File: src/lpsc_pkg.sv
// Package for the low power state controller: levels, timing and carriers
package lpsc_pkg;

    // ************************************************************
    // Levels and package states
    // ************************************************************
    typedef enum logic [2:0] {
        LVL_RUN,
        LVL_OPPORTUNISTIC,
        LVL_PERVASIVE,
        LVL_FLOOR,
        LVL_EXIT
    } lpsc_level_t;

    // Processor package idle state as reported by the processor
    localparam logic [3:0] PKG_C0  = 4'h0;
    localparam logic [3:0] PKG_C6  = 4'h6;
    localparam logic [3:0] PKG_C10 = 4'ha;

    // ************************************************************
    // Timing
    // ************************************************************
    localparam int CLOCK_MHZ         = 50;
    localparam int RAMP_CFG_W        = 8;
    localparam logic [RAMP_CFG_W-1:0] RAMP_CFG_RESET = 8'h04;
    localparam int EXIT_SETTLE_NS    = 100;
    localparam int EXIT_SETTLE_CYC   = (EXIT_SETTLE_NS * CLOCK_MHZ + 999) / 1000;
    localparam int PRESCALE_CYC      = 16;

    // ************************************************************
    // Carriers
    // ************************************************************
    typedef struct packed {
        logic linkL1;
        logic pllOff;
        logic rootPllOff;
        logic xtalOff;
    } lpsc_clk_ctl_t;

    typedef struct packed {
        logic idleFloorN;
        logic deepIdleGateN;
        logic hsioGateN;
        logic sramGateN;
    } lpsc_pins_t;

endpackage

File: src/low_power_state_controller.sv
// Low power state controller: idle level escalation, clock gating and rail gate pins
//
// Functional notes
// - Running package allows opportunistic level actions
// - C6 or deeper adds root PLL shutdown
// - C10 adds crystal shutdown and floor indicator
// - Crystal off needs C10, floor, no requests
// - Each interface gates own PLL when idle
// - Each unit power gates itself when idle
// - Deep idle gate asserted entering C10
// - Two active-low FET gates for HSIO, SRAM
// - FET ramp time set by configuration
// - Floor indicator active-low, hardware driven
`timescale 1ns/100ps
module lpsc_low_power_state_controller #(
    parameter int NUM_IO    = 4,
    parameter int NUM_UNITS = 4
) (
    input  wire logic                             clock,
    input  wire logic                             resetn,
    input  wire logic [3:0]                       pkgState,
    input  wire logic                             lowPowerEnable,
    input  wire logic                             standbyEnable,
    input  wire logic [lpsc_pkg::RAMP_CFG_W-1:0]  phySupplyRampConfig,
    input  wire logic                             xtalClockRequest,
    input  wire logic [NUM_IO-1:0]                ioLinkIdle,
    input  wire logic [NUM_UNITS-1:0]             unitIdle,
    output lpsc_pkg::lpsc_level_t                 level,
    output lpsc_pkg::lpsc_clk_ctl_t               clkCtl,
    output logic [NUM_IO-1:0]                     ioPllOff,
    output logic [NUM_UNITS-1:0]                  unitPowerGate,
    output logic                                  idleFloorIndicatorN,
    output logic                                  processorDeepIdleGateN,
    output logic                                  hsioSupplyGateN,
    output logic                                  sramSupplyGateN
);

    // ************************************************************
    // Parameter checks
    // ************************************************************
    // Prescaler is four bits and settle counter eight bits wide
    if (NUM_IO < 1 || NUM_UNITS < 1 || lpsc_pkg::PRESCALE_CYC < 1
        || lpsc_pkg::PRESCALE_CYC > 16 || lpsc_pkg::EXIT_SETTLE_CYC > 255)
    begin
        $error("Counts or timing constants out of range");
    end

    // ************************************************************
    // State
    // ************************************************************
    typedef struct packed {
        lpsc_pkg::lpsc_level_t         level;
        lpsc_pkg::lpsc_clk_ctl_t       clk;
        lpsc_pkg::lpsc_pins_t          pins;
        logic [lpsc_pkg::RAMP_CFG_W-1:0] rampCnt;
        logic [3:0]                    preCnt;
        logic [7:0]                    exitCnt;
        logic [NUM_IO-1:0]             ioOff;
        logic [NUM_UNITS-1:0]          unitGate;
    } lpsc_state_t;

    localparam logic [7:0] EXIT_CYC = 8'(lpsc_pkg::EXIT_SETTLE_CYC);
    localparam logic [3:0] PRE_LAST = 4'(lpsc_pkg::PRESCALE_CYC - 1);

    lpsc_state_t state_q;
    lpsc_state_t state_d;

    logic isC6Deep;
    logic isC10;
    logic rampTick;
    logic rampDone;

    assign isC6Deep = (pkgState >= lpsc_pkg::PKG_C6);
    assign isC10    = (pkgState == lpsc_pkg::PKG_C10);
    assign rampTick = (state_q.preCnt == PRE_LAST);
    assign rampDone = (state_q.rampCnt == '0);

    always_comb
    begin
        state_d = state_q;
        state_d.preCnt = rampTick ? 4'h0 : state_q.preCnt + 4'h1;
        if (rampTick && !rampDone)
            state_d.rampCnt = state_q.rampCnt - 1'b1;
        unique case (state_q.level)
            lpsc_pkg::LVL_RUN:
            begin
                if (lowPowerEnable)
                    state_d.level = lpsc_pkg::LVL_OPPORTUNISTIC;
            end
            lpsc_pkg::LVL_OPPORTUNISTIC:
            begin
                state_d.clk.linkL1 = 1'b1;
                state_d.clk.pllOff = 1'b1;
                if (!lowPowerEnable)
                    state_d.level = lpsc_pkg::LVL_EXIT;
                else if (isC6Deep)
                    state_d.level = lpsc_pkg::LVL_PERVASIVE;
            end
            lpsc_pkg::LVL_PERVASIVE:
            begin
                state_d.clk.rootPllOff = 1'b1;
                if (!lowPowerEnable || !isC6Deep)
                    state_d.level = lpsc_pkg::LVL_EXIT;
                else if (isC10)
                begin
                    state_d.level = lpsc_pkg::LVL_FLOOR;
                    state_d.rampCnt = phySupplyRampConfig;
                end
            end
            lpsc_pkg::LVL_FLOOR:
            begin
                if (!lowPowerEnable || !isC10)
                begin
                    // Pins released first, clocks stay off until settle ends
                    state_d.pins = '1;
                    state_d.exitCnt = EXIT_CYC;
                    state_d.level = lpsc_pkg::LVL_EXIT;
                end
                else
                begin
                    state_d.pins.idleFloorN = 1'b0;
                    state_d.pins.deepIdleGateN = 1'b0;
                    state_d.clk.xtalOff = !xtalClockRequest;
                    if (rampDone)
                    begin
                        state_d.pins.hsioGateN = 1'b0;
                        state_d.pins.sramGateN = !standbyEnable;
                    end
                end
            end
            lpsc_pkg::LVL_EXIT:
            begin
                state_d.pins = '1;
                if (state_q.exitCnt != 8'h00)
                    state_d.exitCnt = state_q.exitCnt - 8'h01;
                else
                begin
                    state_d.clk = '0;
                    state_d.level = lpsc_pkg::LVL_RUN;
                end
            end
            default:
                state_d.level = lpsc_pkg::LVL_RUN;
        endcase
        state_d.ioOff = ioLinkIdle;
        state_d.unitGate = unitIdle;
        if (!lowPowerEnable)
        begin
            state_d.ioOff = '0;
            state_d.unitGate = '0;
        end
    end

    always_ff @(posedge clock)
    begin
        if (!resetn)
        begin
            state_q.level <= lpsc_pkg::LVL_RUN;
            state_q.clk <= '0;
            state_q.pins <= '1;
            state_q.rampCnt <= lpsc_pkg::RAMP_CFG_RESET;
            state_q.preCnt <= 4'h0;
            state_q.exitCnt <= 8'h00;
            state_q.ioOff <= '0;
            state_q.unitGate <= '0;
        end
        else
            state_q <= state_d;
    end

    assign level = state_q.level;
    assign clkCtl = state_q.clk;
    assign ioPllOff = state_q.ioOff;
    assign unitPowerGate = state_q.unitGate;
    assign idleFloorIndicatorN = state_q.pins.idleFloorN;
    assign processorDeepIdleGateN = state_q.pins.deepIdleGateN;
    assign hsioSupplyGateN = state_q.pins.hsioGateN;
    assign sramSupplyGateN = state_q.pins.sramGateN;
endmodule

File: config.mk
export PLATFORM = sky130hd
export DESIGN_NAME = lpsc_low_power_state_controller
export DESIGN_NICKNAME = d
export VERILOG_FILES = /design/src/lpsc_pkg.sv /design/src/low_power_state_controller.sv
export SDC_FILE = /design/constraint.sdc
export NUM_CORES = 1
export LEC_CHECK = 0
export BUFFER_PORTS_ARGS = -buffer_cell sky130_fd_sc_hd__buf_2
export CAP_MARGIN = 5
export CORE_MARGIN = 8
export CORE_UTILIZATION = 41
export DETAILED_ROUTE_END_ITERATION = 16
export HOLD_SLACK_MARGIN = 0.12
export PLACE_DENSITY_LB_ADDON = 0.2
export SLEW_MARGIN = 30
export SYNTH_ARGS = -nofsm -noshare
export SYNTH_HDL_FRONTEND = slang
export SYNTH_SLANG_ARGS = --single-unit
File: constraint.sdc
create_clock -name clock -period 2.8 [get_ports clock]
set_input_delay 0.42 -clock clock [delete_from_list [all_inputs] [get_ports clock]]
set_output_delay 0.42 -clock clock [all_outputs]
set_load 0.1 [all_outputs]
==> flow_metrics.env <==
export IMPL_reg2reg_from="level[1]$_SDFFE_PN0P_"
export IMPL_worstPathMaxFanout=16
export IMPL_h_tree_depth=2
export IMPL_setup_ws_ns=0.9191
export IMPL_cts_buffer_depth=2
export IMPL_grt_max_degree=25
export IMPL_status="finished, final reports clean"
export IMPL_vias_per_cell=5.235
export IMPL_ant_nets=0
export IMPL_cts_root_buf="clkbuf_8"
export IMPL_drive_above_1_share_pct=26.20
export IMPL_maxSlewHeadroom_pct=58.89
export IMPL_fin_crit_sh_pct=67.18
export IMPL_hold_ws_ns=0.3178
export IMPL_crit_type="register to register"
export IMPL_area_growth_syn_to_layout_pct=13.68
export IMPL_hold_path_class="primary input to register"
export IMPL_tns_ns=0
export IMPL_worst_setup_path_end_kind="register"
export IMPL_post_cts_buffers=0
export IMPL_post_synth_num_cell_types=50
export IMPL_die_h_microns=83.30
export IMPL_utilization_pct=48.48
export IMPL_antenna_found_initial=0
export IMPL_powerDensity_mw_per_mm2=596.1
export IMPL_clkLatencyLatePin_ns=0.29
export IMPL_start_util_pct=42.64
export IMPL_ys_warn_count=0
export IMPL_skew_ns=0.009248
export IMPL_min_from="xtalClockRequest"
export IMPL_wl_microns=3830
export IMPL_tightestPinTransition_ns=0.6153
export IMPL_finalHoldViolCount=0
export IMPL_ff2ff_path_depth=4
export IMPL_num_nets_final=258
export IMPL_wl_per_cell_microns=13.63
export IMPL_port_buffers=43
export IMPL_cap_violations=0
export IMPL_crit_required_ns=2.95
export IMPL_grt_usage_pct=11.39
export IMPL_fill_cells=413
export IMPL_post_cts_resized=0
export IMPL_yosys_area_top_type="dfxtp_1"
export IMPL_fmax_ghz=0.5316
export IMPL_drt_initial_drc_count=55
export IMPL_post_dp_hpwl_microns=2840
export IMPL_cts_hold_buf=0
export IMPL_cts_made_buffers=5
export IMPL_arrival_ns=2.03
export IMPL_grt_overflow=0
export IMPL_start_kind="register"
export IMPL_synth_cells=202
export IMPL_leakagePower_nw=0.8848
export IMPL_synth_ff_type="dfxtp_1"
export IMPL_cts_tree="done"
export IMPL_synth_edf_count=0
export IMPL_finalMaxSlewViolations=0
export IMPL_ios=44
export IMPL_ys_ff_latch=37
export IMPL_die_area_sq_mm=0.006938
export IMPL_fin_crit_ns=1.881
export IMPL_syn_area_per_cell_sq_um=9.192
export IMPL_first_pass_iters=4
export IMPL_die_w_microns=83.30
export IMPL_grt_pass1_vias=1495
export IMPL_pre_cts_ws_ns=0.8445
export IMPL_synth_area_top_cells="dfxtp_1 (40%), buf_4 (6.9%), a21oi_1 (4.3%)"
export IMPL_peakVddDrop_mv=0.2744
export IMPL_numClockSinks=37
export IMPL_yosys_cell_count_top_type="dfxtp_1"
export IMPL_hold_depth=2
export IMPL_r2r_setup_slack_ns=0.92
export IMPL_num_vias=1471
export IMPL_route_detailed_drc=0
export IMPL_synth_top_area_share_pct=39.89
export IMPL_final_setup_viol_count=0
export IMPL_rsz0062_at_grt="false"
export IMPL_synth_common_cells="dfxtp_1 (37), buf_4 (17), a21oi_1 (16), nor2_1 (16), and3_1 (11)"
export IMPL_grt_pass1_wl_microns=6720
export IMPL_rr_endpoint="state_q[24]$_SDFF_PN0_"
export IMPL_whs_endpoint="clkCtl[0]$_SDFFE_PN0P_"
export IMPL_syn_nets=232
export IMPL_ys_async_sr_fraction_pct=0
export IMPL_core_area_sq_mm=0.004354
export IMPL_seq_area_frac_synth_pct=39.89
export IMPL_diodes=0
export IMPL_finalWeightedCongestion=0.7470
export IMPL_syn_area_sq_mm=0.001857
export IMPL_clkTransAtPathRegs_ns=0.08
export IMPL_rows=24
power breakdown:
| part | total (W) | switching [W] | leakage, nW | internal [W] |
|---|---|---|---|---|
| combinational | 0.000149 | 0.000111 | 0.515 | 0.0000383 |
| sequential | 0.000552 | 0.0000130 | 0.301 | 0.000539 |
| clock | 0.000557 | 0.000199 | 0.0687 | 0.000359 |
cell families after synthesis:
| family | after synthesis | synth area share (%) |
|---|---|---|
| AND/OR/NAND/NOR | 70 | 24.93 |
| AO/OA/AOI/OAI | 49 | 16.71 |
| flip-flops | 37 | 39.89 |
| buffers and inverters | 32 | 10.44 |
| multiplexers | 5 | 2.763 |
| adder cells (fa/ha/maj) | 5 | 3.369 |
| XOR/XNOR | 4 | 1.887 |
worst max-delay path by stage:
stage,to,startpoint,cells past startpoint
after floorplan,processorDeepIdleGateN,idleFloorIndicatorN$_SDFFE_PN1P_,1
after global placement,state_q[24]$_SDFF_PN0_,pkgState[0],5
after detailed placement,state_q[27]$_SDFF_PN0_,pkgState[0],5
after CTS,state_q[26]$_SDFF_PN0_,level[1]$_SDFFE_PN0P_,4
after global routing,state_q[21]$_SDFF_PN0_,level[1]$_SDFFE_PN0P_,4
final,state_q[24]$_SDFF_PN0_,level[1]$_SDFFE_PN0P_,4
state kept, by name (all words and copies together), names as in the netlist:
register,count
state_q,20
idleFloorIndicatorN,1
unitPowerGate,4
level,3
hsioSupplyGateN,1
clkCtl,3
sramSupplyGateN,1
ioPllOff,4
cell usage in the layout, fill, tap and decap left out, types with 3 or more instances in the layout:
cell type	instances
nand2_1	4
xnor2_1	4
nand3b_1	3
clkbuf_8	5
nor3_1	4
inv_1	8
buf_2	43
mux2i_1	4
nor3b_1	3
a31oi_1	4
a21oi_1	16
dfxtp_1	37
ha_1	5
nand4b_1	3
a211oi_1	3
and3_1	11
a211o_1	3
nand3_1	6
nor2_1	16
o21ai_0	10
metrics by stage:
stage          cells  area (sq um)  total power [W]
2_1_floorplan    202          1857        0.0006951
3_3_place_gp     273          1973        0.0007141
3_5_place_dp     273          1973        0.0007146
4_1_cts          281          2111         0.001274
5_1_grt          281          2111         0.001306
6_report         281          2111         0.001258
metal layers:
metal / global-route usage, % / up-vias / share of wire (%)
met5: 0 / - / 0
met4: 4.153 / 0 / 1.1
met3: 5.078 / 5 / 7.8
met2: 17.61 / 43 / 43
met1: 13.49 / 659 / 48
li1: - / 764 / -
layout make-up:
cell class / instances / area (sq um) / area share (%)
clock inverter: 3 / 68.82 / 3.260
timing repair buffer: 43 / 215.2 / 10.20
inverter: 8 / 30.03 / 1.423
tap: 52 / 65.06 / 3.082
clock buffer: 5 / 68.82 / 3.260
sequential: 37 / 740.7 / 35.09
multi-input combinational: 133 / 922.1 / 43.69
worst max-delay path: stages, from the launching register on:
cell	delay (ns)
dfxtp_1	0.53
nor3b_1	0.29
nand4_1	0.52
o21ai_0	0.34
a31oi_1	0.07
No activity file was read; power rests on OpenSTA's default activity.
